<file path="config.mk">
export PLATFORM = sky130hd
export DESIGN_NAME = aicg_top
export DESIGN_NICKNAME = d
export VERILOG_FILES = /design/src/aicg_pkg.sv /design/src/aicg_top.sv
export SDC_FILE = /design/constraint.sdc
export NUM_CORES = 1
export LEC_CHECK = 0
export BUFFER_PORTS_ARGS = -buffer_cell sky130_fd_sc_hd__buf_2
export CAP_MARGIN = 20
export CELL_PAD_IN_SITES_DETAIL_PLACEMENT = 1
export CELL_PAD_IN_SITES_GLOBAL_PLACEMENT = 2
export CORE_MARGIN = 2
export CORE_UTILIZATION = 25
export DETAILED_ROUTE_END_ITERATION = 10
export GPL_ROUTABILITY_DRIVEN = 0
export MAX_ROUTING_LAYER = met4
export PLACE_DENSITY = 0.64
export SLEW_MARGIN = 0
export SYNTH_ARGS = -nofsm -noshare
export SYNTH_HDL_FRONTEND = slang
export SYNTH_SLANG_ARGS = --single-unit
</file>
<file path="constraint.sdc">
create_clock -name clk_sys -period 7.5 [get_ports clk_sys]
set_input_delay 0.375 -clock clk_sys [delete_from_list [all_inputs] [get_ports clk_sys]]
set_output_delay 0.375 -clock clk_sys [all_outputs]
set_load 0.05 [all_outputs]
</file>
<file path="src/aicg_pkg.sv">
// aicg_pkg: constants for the clock-generation and setup-protection block.
// assumes a 32-bit AHB-Lite register bus and one system clock.
package aicg_pkg;
  // ==========================================================
  // clocking
  localparam int unsigned SYS_CLK_HZ = 10_000_000;
  localparam int unsigned HW_CNT_W   = 15;
  localparam int unsigned NUM_HW_CLK = 5;
  // ==========================================================
  // register byte offsets
  localparam logic [7:0] OFS_KEY      = 8'h00;
  localparam logic [7:0] OFS_PART     = 8'h04;
  localparam logic [7:0] OFS_DIR      = 8'h08;
  localparam logic [7:0] OFS_RATE     = 8'h0C;
  localparam logic [7:0] OFS_RX_DIV   = 8'h10;
  localparam logic [7:0] OFS_OUT_MULT = 8'h14;
  localparam logic [7:0] OFS_SERVO    = 8'h18;
  localparam logic [7:0] OFS_HW0      = 8'h1C;
  localparam logic [7:0] OFS_FILT     = 8'h30;
  localparam logic [7:0] OFS_STATUS   = 8'h34;
  // ==========================================================
  // key and reset values
  localparam logic [31:0] UNLOCK_VALUE   = 32'hAAAAAAAA;
  localparam logic [31:0] KEY_RESET      = 32'h00000000;
  localparam logic [31:0] RATE_RESET     = 32'h0000234B;
  localparam logic [1:0]  DIR_RESET      = 2'h0;
  localparam logic [1:0]  RX_DIV_RESET   = 2'h0;
  localparam logic [1:0]  OUT_MULT_RESET = 2'h0;
  localparam logic [3:0]  SERVO_RESET    = 4'h3;
  localparam logic [3:0]  HW_DIV_RESET   = 4'h5;
  localparam logic [3:0]  FILT_RESET     = 4'h4;
  // arbitrary neutral accessory code, six decimal digits
  localparam logic [31:0] PART_CODE      = 32'h0001E240;
  // ==========================================================
  // direction select bits: bit0 phase input, bit1 servo input
  localparam int unsigned DIR_PHASE_IN = 0;
  localparam int unsigned DIR_SERVO_IN = 1;
endpackage

</file>
<file path="src/aicg_top.sv">
// aicg_top: phase/servo clock generation or reception, hardware clock
// enables, and key-protected setup registers on an AHB-Lite slave.
// assumes one clk_sys; backplane clock pins are asynchronous inputs.
//
// Behaviour
// protected write needs key equal AAAAAAAA
// key clears to zero after protected write
// host rewrites key before each protected write
// readable six-digit accessory part code
// select 0 drives clocks, 3 receives
// host picks lowest IC as source
// phase rate set in hertz, 9035
// received phase locks internal phase loop
// received phase divided by setting plus one
// driven phase multiplied by setting plus one
// servo equals phase over divider plus one
// servo divider resets to three
// received servo clock overrides servo divider
// six hardware clocks, divide by 2^n
// five hardware clocks from source clock
// five dividers default to five
// filter clock from sampling clock, default four
// hardware clocks are local only
// backplane clocks pace host and receivers
// divided clocks are one-cycle enables
//
// Added by the designer: the placing of the registers and the AHB-Lite register port.
`timescale 1ns/1ns
`default_nettype none
module aicg_top (
  // clock and reset
  input  wire logic        clk_sys,
  input  wire logic        reset,
  // ahb-lite slave
  input  wire logic        hsel,
  input  wire logic [31:0] haddr,
  input  wire logic [1:0]  htrans,
  input  wire logic        hwrite,
  input  wire logic [2:0]  hsize,
  input  wire logic [31:0] hwdata,
  input  wire logic        hready,
  output logic             hreadyout,
  output logic             hresp,
  output logic [31:0]      hrdata,
  // backplane phase clock pin
  input  wire logic        phase_pin_in,
  output logic             phase_pin_out,
  output logic             phase_pin_oe,
  // backplane servo clock pin
  input  wire logic        servo_pin_in,
  output logic             servo_pin_out,
  output logic             servo_pin_oe,
  // internal clock enables
  output logic             phase_tick,
  output logic             servo_tick,
  output logic [5:0]       hw_clk_en
);
  // ==========================================================
  // registers
  logic [31:0] write_unlock_key;
  logic [1:0]  clock_direction_select;
  logic [31:0] phase_rate_hz;
  logic [1:0]  received_phase_divider;
  logic [1:0]  output_phase_multiplier;
  logic [3:0]  servo_divider_setting;
  logic [3:0]  hw_div [0:5];
  logic        phase_locked;
  logic        wr_pend;
  logic [7:0]  wr_addr;
  logic [7:0]  rd_addr;
  logic        wr_prot;
  logic        key_ok;
  logic        prot_wr;
  logic        phase_rx;
  logic        servo_rx;

  assign hreadyout = 1'b1;
  assign hresp     = 1'b0;
  assign phase_rx  = clock_direction_select[aicg_pkg::DIR_PHASE_IN];
  assign servo_rx  = clock_direction_select[aicg_pkg::DIR_SERVO_IN];
  assign rd_addr   = {haddr[7:2], 2'b00};

  // ==========================================================
  // bus address phase
  always_ff @(posedge clk_sys or posedge reset) begin
    if (reset) begin
      wr_pend <= 1'b0;
      wr_addr <= 8'h00;
    end else if (hready) begin
      wr_pend <= hsel & htrans[1] & hwrite;
      wr_addr <= {haddr[7:2], 2'b00};
    end
  end

  // every setup register except the key itself is protected
  assign wr_prot = wr_pend && (wr_addr != aicg_pkg::OFS_KEY)
                   && (wr_addr != aicg_pkg::OFS_PART)
                   && (wr_addr <= aicg_pkg::OFS_FILT);
  // key must hold unlock value
  assign key_ok  = (write_unlock_key == aicg_pkg::UNLOCK_VALUE);
  assign prot_wr = wr_prot & key_ok;

  // ==========================================================
  // key register
  always_ff @(posedge clk_sys or posedge reset) begin
    if (reset) begin
      write_unlock_key <= aicg_pkg::KEY_RESET;
    end else if (wr_pend && wr_addr == aicg_pkg::OFS_KEY) begin
      write_unlock_key <= hwdata;
    end else if (prot_wr) begin
      // self-clear after use
      write_unlock_key <= aicg_pkg::KEY_RESET;
    end
  end

  // ==========================================================
  // protected setup registers
  always_ff @(posedge clk_sys or posedge reset) begin
    if (reset) begin
      clock_direction_select  <= aicg_pkg::DIR_RESET;
      // default rate in hertz
      phase_rate_hz           <= aicg_pkg::RATE_RESET;
      received_phase_divider  <= aicg_pkg::RX_DIV_RESET;
      output_phase_multiplier <= aicg_pkg::OUT_MULT_RESET;
      // servo divider default
      servo_divider_setting   <= aicg_pkg::SERVO_RESET;
    end else if (prot_wr) begin
      case (wr_addr)
        aicg_pkg::OFS_DIR:      clock_direction_select  <= hwdata[1:0];
        aicg_pkg::OFS_RATE:     phase_rate_hz           <= hwdata;
        aicg_pkg::OFS_RX_DIV:   received_phase_divider  <= hwdata[1:0];
        aicg_pkg::OFS_OUT_MULT: output_phase_multiplier <= hwdata[1:0];
        aicg_pkg::OFS_SERVO:    servo_divider_setting   <= hwdata[3:0];
        default: ;
      endcase
    end
  end

  genvar g;
  generate
    for (g = 0; g < 6; g++) begin : g_div
      localparam logic [7:0] OFS = 8'(aicg_pkg::OFS_HW0 + 4 * g);
      always_ff @(posedge clk_sys or posedge reset) begin
        if (reset) begin
          // default divide by 32
          // filter default four
          hw_div[g] <= (g == 5) ? aicg_pkg::FILT_RESET : aicg_pkg::HW_DIV_RESET;
        end else if (prot_wr && wr_addr == OFS) begin
          hw_div[g] <= hwdata[3:0];
        end
      end
    end
  endgenerate

  // ==========================================================
  // read data, registered for the data phase
  always_ff @(posedge clk_sys or posedge reset) begin
    if (reset) begin
      hrdata <= 32'h00000000;
    end else if (hready && hsel && htrans[1] && !hwrite) begin
      case (rd_addr)
        aicg_pkg::OFS_KEY:      hrdata <= write_unlock_key;
        // accessory part code
        aicg_pkg::OFS_PART:     hrdata <= aicg_pkg::PART_CODE;
        aicg_pkg::OFS_DIR:      hrdata <= {30'h0, clock_direction_select};
        aicg_pkg::OFS_RATE:     hrdata <= phase_rate_hz;
        aicg_pkg::OFS_RX_DIV:   hrdata <= {30'h0, received_phase_divider};
        aicg_pkg::OFS_OUT_MULT: hrdata <= {30'h0, output_phase_multiplier};
        aicg_pkg::OFS_SERVO:    hrdata <= {28'h0, servo_divider_setting};
        aicg_pkg::OFS_STATUS:   hrdata <= {29'h0, phase_locked, servo_tick, phase_tick};
        default: begin
          if (rd_addr >= aicg_pkg::OFS_HW0 && rd_addr <= aicg_pkg::OFS_FILT) begin
            hrdata <= {28'h0, hw_div[3'((rd_addr - aicg_pkg::OFS_HW0) >> 2)]};
          end else begin
            hrdata <= 32'h00000000;
          end
        end
      endcase
    end
  end

  // ==========================================================
  // pin synchronisers: change counts when stages two and three agree
  logic [2:0] ph_sync;
  logic [2:0] sv_sync;
  logic       ph_level;
  logic       sv_level;
  logic       ph_edge;
  logic       sv_edge;

  always_ff @(posedge clk_sys or posedge reset) begin
    if (reset) begin
      ph_sync  <= 3'h0;
      sv_sync  <= 3'h0;
      ph_level <= 1'b0;
      sv_level <= 1'b0;
    end else begin
      ph_sync <= {ph_sync[1:0], phase_pin_in};
      sv_sync <= {sv_sync[1:0], servo_pin_in};
      if (ph_sync[1] == ph_sync[2]) begin
        ph_level <= ph_sync[2];
      end
      if (sv_sync[1] == sv_sync[2]) begin
        sv_level <= sv_sync[2];
      end
    end
  end
  assign ph_edge = (ph_sync[1] == ph_sync[2]) && ph_sync[2] && !ph_level;
  assign sv_edge = (sv_sync[1] == sv_sync[2]) && sv_sync[2] && !sv_level;

  // ==========================================================
  // received phase divider
  logic [1:0] rx_cnt;
  logic       rx_tick;
  // divide received edges by setting plus one
  assign rx_tick = ph_edge && (rx_cnt == received_phase_divider);
  always_ff @(posedge clk_sys or posedge reset) begin
    if (reset) begin
      rx_cnt <= 2'h0;
    end else if (ph_edge) begin
      rx_cnt <= rx_tick ? 2'h0 : 2'(rx_cnt + 2'h1);
    end
  end

  // ==========================================================
  // phase rate oscillator; wraps rate*(mult+1) times a second
  logic [32:0] acc;
  logic [32:0] step;
  logic [32:0] next_acc;
  logic        wrap;
  logic [1:0]  mult_cnt;
  logic        int_tick;

  // output phase multiplied
  assign step     = 33'(phase_rate_hz * 33'({1'b0, output_phase_multiplier} + 3'h1));
  assign next_acc = acc + step;
  assign wrap     = next_acc >= 33'(aicg_pkg::SYS_CLK_HZ);
  assign int_tick = wrap && (mult_cnt == output_phase_multiplier);

  // digital loop realigns on each divided received phase tick (rx_tick)
  always_ff @(posedge clk_sys or posedge reset) begin
    if (reset) begin
      acc          <= 33'h0;
      mult_cnt     <= 2'h0;
      phase_locked <= 1'b0;
    end else if (phase_rx && rx_tick) begin
      acc          <= 33'h0;
      mult_cnt     <= 2'h0;
      // locked when the local oscillator was near the wrap that gives its own phase tick (int_tick)
      phase_locked <= (mult_cnt == output_phase_multiplier)
                      && (next_acc + step >= 33'(aicg_pkg::SYS_CLK_HZ));
    end else begin
      acc <= wrap ? 33'(next_acc - 33'(aicg_pkg::SYS_CLK_HZ)) : next_acc;
      if (wrap) begin
        mult_cnt <= int_tick ? 2'h0 : 2'(mult_cnt + 2'h1);
      end
      if (!phase_rx) begin
        phase_locked <= 1'b0;
      end
    end
  end

  // ==========================================================
  // servo divider and clock enables
  logic [3:0] servo_cnt;
  logic       next_phase;
  logic       next_servo;

  // received phase is used when selected, else local oscillator
  assign next_phase = phase_rx ? rx_tick : int_tick;
  // servo over divider plus one
  // received servo overrides divider
  assign next_servo = servo_rx ? sv_edge
                    : (next_phase && servo_cnt == servo_divider_setting);

  always_ff @(posedge clk_sys or posedge reset) begin
    if (reset) begin
      servo_cnt <= 4'h0;
    end else if (next_phase) begin
      servo_cnt <= (servo_cnt == servo_divider_setting) ? 4'h0 : 4'(servo_cnt + 4'h1);
    end
  end

  // one-cycle enables
  // ticks pace the host; the pins, from wrap and next_servo, pace the backplane
  always_ff @(posedge clk_sys or posedge reset) begin
    if (reset) begin
      phase_tick    <= 1'b0;
      servo_tick    <= 1'b0;
      phase_pin_out <= 1'b0;
      servo_pin_out <= 1'b0;
    end else begin
      phase_tick    <= next_phase;
      servo_tick    <= next_servo;
      // driven phase runs at the multiplied rate
      phase_pin_out <= wrap && !phase_rx;
      servo_pin_out <= next_servo && !servo_rx;
    end
  end

  // drive pins only when generating
  assign phase_pin_oe = !phase_rx;
  assign servo_pin_oe = !servo_rx;

  // ==========================================================
  // hardware clocks, leaving this block only on hw_clk_en
  localparam int unsigned HW_CNT_W_L = aicg_pkg::HW_CNT_W;
  logic [HW_CNT_W_L-1:0] hw_cnt;
  logic [HW_CNT_W_L-1:0] filt_cnt;

  always_ff @(posedge clk_sys or posedge reset) begin
    if (reset) begin
      hw_cnt   <= '0;
      filt_cnt <= '0;
    end else begin
      hw_cnt <= hw_cnt + 1'b1;
      if (hw_clk_en[4]) begin
        filt_cnt <= filt_cnt + 1'b1;
      end
    end
  end

  // divide by two to the n
  // five enables from the source clock
  // enables leave this block only on the hw_clk_en port, never on the backplane pins
  generate
    for (g = 0; g < 6; g++) begin : g_hw
      logic [HW_CNT_W_L-1:0] mask;
      logic [HW_CNT_W_L-1:0] cnt;
      assign mask = HW_CNT_W_L'((16'h1 << hw_div[g]) - 16'h1);
      logic                  next_en;
      assign cnt  = (g == 5) ? filt_cnt : hw_cnt;
      assign next_en = ((cnt & mask) == mask);
      always_ff @(posedge clk_sys or posedge reset) begin
        if (reset) begin
          hw_clk_en[g] <= 1'b0;
        end else if (g == 5) begin
          // filter derived from sampling enable, one cycle behind it
          hw_clk_en[g] <= hw_clk_en[4] && next_en;
        end else begin
          hw_clk_en[g] <= next_en;
        end
      end
    end
  endgenerate
endmodule
`default_nettype wire

</file>
==> impl_results.md <==
* CTS Buf Count at 27
* GRT Total Usage at 0.172
* Cell mode on critical path: buf_4
* Startpoint types: register
* Share of layout cells above drive strength 1 at 0.309
* Syn nets at 2367
* # H-tree levels at 1
* Startpoint of the worst hold path: hwdata[30]
* Clk slew on worst S/H paths at 60 ps
* Post-synth ARST share at 1.00
* Buffer depth of the longest clock path at 3
* Post-synth top area share at 0.284
* Worst path top cell family by delay: compound AO/OA/AOI/OAI gates
* LEAKAGE at 0.0111 µW
* Worst skew pair latency at 580 ps
* Total wire length at 64000 µm
* Setup slack after layout at -238 ps
* Slew HR at 0.344
* R2R Setup Slk at -240 ps
* Final instance area at 24200 µm²
* Initial antenna violation count at 1
* Outcome: finished, violations left
* Most common cell in the netlist: nand2_1
* Initial drt markers at 865
* DP Area at 21900 µm²
* Die Wd at 274 µm
* Violated checks: setup timing
* Post-synth top cells: 307 x nand2_1, 207 x dfrtp_1, 153 x o21ai_0
* Bufs and invs on worst path at 7
* Die area at 75000 µm²
* N_diodes at 0
* Pwr Density at 538 nW/µm²
* Max layer used: met4
* Crit end category: register
* Dpl ws at -746 ps
* Pin slew with the least headroom to its limit at 984 ps
* Worst reg2reg endpoint: phase_locked
* Worst Hold Margin at 24.5 ps
* Dpl hpwl at 49400 µm
* Max-Cap Viols at 0
* DRT Pass-1 Iters at 5
* Final ANT Viol Nets at 0
* Root buffer cell: clkbuf_16
* Fin cells at 3506
* Peak VDD IR at 0.000432 V
* Post-Syn Instances at 2144
* Critical path arrival at 8160 ps
* Area Growth Syn to Fin at 32.8%
* Met2 WL at 33000 µm
* CTS tree: done
* Vias in the first global route at 18564
* RSZ-0062 raised after global routing: yes
* Row count at 98
* Gr ovfl total at 0
* Vias at 17457
* Setup violations, final at 1
* # port buffers at 89
* Core Area at 71900 µm²
* Worst Path Class, Setup: reg -> reg
* Skew final at 24.7 ps
* Wire length per cell at 18.2 µm
* Residual DRC at 0
* Reg2Reg Depth at 38
* Critical Path RT at 7920 ps
* Largest net degree at the start of global routing at 159
* Area leader, netlist: dfrtp_1
* First-pass GRT wire length at 101000 µm
* Synth area leaders: dfrtp_1 28%, ha_1 7.8%, nand2_1 6.3%, mux2_2 4.8%, o21ai_0 4.2%
* Clock sinks at 227
* Setup tns final at -238 ps
* Met3 wire len at 1260 µm
* Slowest-stage cell, CP: fa_1
* Worst r2r src: output_phase_multiplier[0]
* Top Ports at 122
* Post-synth EDFFs at 0
* Die Y at 274 µm
* CP Max Fanout at 3
* Tcrit/Tclk final at 1.03
* Synthesized area per cell at 8.49 µm²
* Vias per cell at 4.98
* Final Hold Fails at 0
* FMAX at 129 MHz
* Min Tclk post-route at 7740 ps
* Slowest stage delay, CP at 520 ps
* Post-Place Cells at 3397
* Worst Hold End: write_unlock_key[30]
* Main synth FF type: dfrtp_1
* Synthesized flop and latch total at 227
* Synth Cell Area at 18200 µm²
* Post-synthesis cell type count at 90
* Starting Density at 0.253
* Hold Path Stages at 3
* Yosys warnings at 0
* Worst hold-check path type: in -> reg
* Slew Viols, Final at 0
* # nets final at 2758
* Met1 wire length at 28600 µm
* Post-synthesis sequential area ratio at 0.313
-- cell usage in the layout (no fill, tap or decap), types with 15 or more instances in the layout --
master,Yosys,layout
buf_2,6,89
ha_4,0,17
xor2_1,36,31
nand4_1,27,27
nor3_1,65,63
nand2_1,307,297
a21o_1,48,48
o21ai_1,2,16
dfrtp_1,207,207
fa_1,33,32
ha_1,114,95
and2_1,19,16
a22oi_1,25,24
nand2b_1,56,53
o21ai_0,153,132
nor2_1,121,118
nor2b_1,26,26
clkbuf_16,0,27
o21a_1,16,15
nand3_1,45,44
dfstp_2,20,20
a211oi_1,23,18
inv_1,105,100
mux2_2,77,77
a21oi_1,140,112
a21oi_2,1,28
buf_4,2,368
and3_1,26,25
xnor2_1,86,73
-- sequential cells by signal (all words and copies together), names as in the netlist, 2 cells and up --
signal                   count
filt_cnt                    15
hw_div                      24
received_phase_divider       2
write_unlock_key            32
hrdata                      32
acc                         33
g_hw.cnt                    15
clock_direction_select       2
phase_rate_hz               32
servo_divider_setting        4
ph_sync                      3
mult_cnt                     2
output_phase_multiplier      2
servo_cnt                    4
wr_addr                      6
hw_clk_en                    6
rx_cnt                       2
sv_sync                      3
-- worst max path at each step --
stage / startpoint / end / slack [ps] / depth (start not counted)
floorplan: output_phase_multiplier[1] / phase_locked / 9 / 35
global placement: output_phase_multiplier[0] / phase_locked / -460 / 36
detailed placement: output_phase_multiplier[0] / phase_locked / -750 / 36
CTS: output_phase_multiplier[0] / phase_locked / -70 / 37
global route: output_phase_multiplier[0] / phase_locked / -530 / 38
finish: output_phase_multiplier[0] / phase_locked / -240 / 38
-- power breakdown --
group	internal, µW	switching, µW
sequential	1440	168
combinational	4970	5020
clock	839	573
total	7250	5760
-- cell type report --
cell class | count | area (µm²)
Multi-Input combinational cell | 1701 | 12500
Inverter | 105 | 402
Fill cell | 8532 | 47700
Tap cell | 950 | 1190
Sequential cell | 227 | 5710
Timing Repair Buffer | 473 | 3430
Clock buffer | 39 | 791
Clock inverter | 11 | 155
-- kinds of logic after synthesis --
| group | Yosys count | share of synthesized area |
|---|---|---|
| AND/OR/NAND/NOR | 783 | 0.209 |
| buffers and inverters | 216 | 0.0462 |
| other | 2 | 0.000412 |
| AO/OA/AOI/OAI | 551 | 0.196 |
| adder cells (fa/ha/maj) | 147 | 0.115 |
| XOR/XNOR | 123 | 0.0596 |
| flip-flops | 227 | 0.313 |
| multiplexers | 95 | 0.0603 |
-- layer usage --
| metal | vias to the layer above | GRT usage |
|---|---|---|
| met5 | - | - |
| met4 | 0 | 0.0303 |
| met3 | 76 | 0.0165 |
| met2 | 194 | 0.308 |
| met1 | 8782 | 0.213 |
| li1 | 8405 | - |
-- tightest hold or removal path, cell delays in order --
cell and delay [ps]:
buf_2 90, nand2_1 40, nand2_1 50
-- timing repair --
item / CTS / global route
hold buffers: 4 / 0
cloned: 0 / 0
setup endpoints to repair: 1 / 9
pin swaps: 94 / 44
endpoints found under the hold margin: 72 / 0
gates resized for setup: 131 / 47
setup buffers: 38 / 18
-- stage by stage --
step,utilization,power (µW)
after floorplan,-,6550
after global placement,0.305,10000
after detailed placement,0.305,10300
after CTS,0.331,12600
after global routing,0.336,14100
final,0.336,13000
Power figures use the tool's default switching activity.
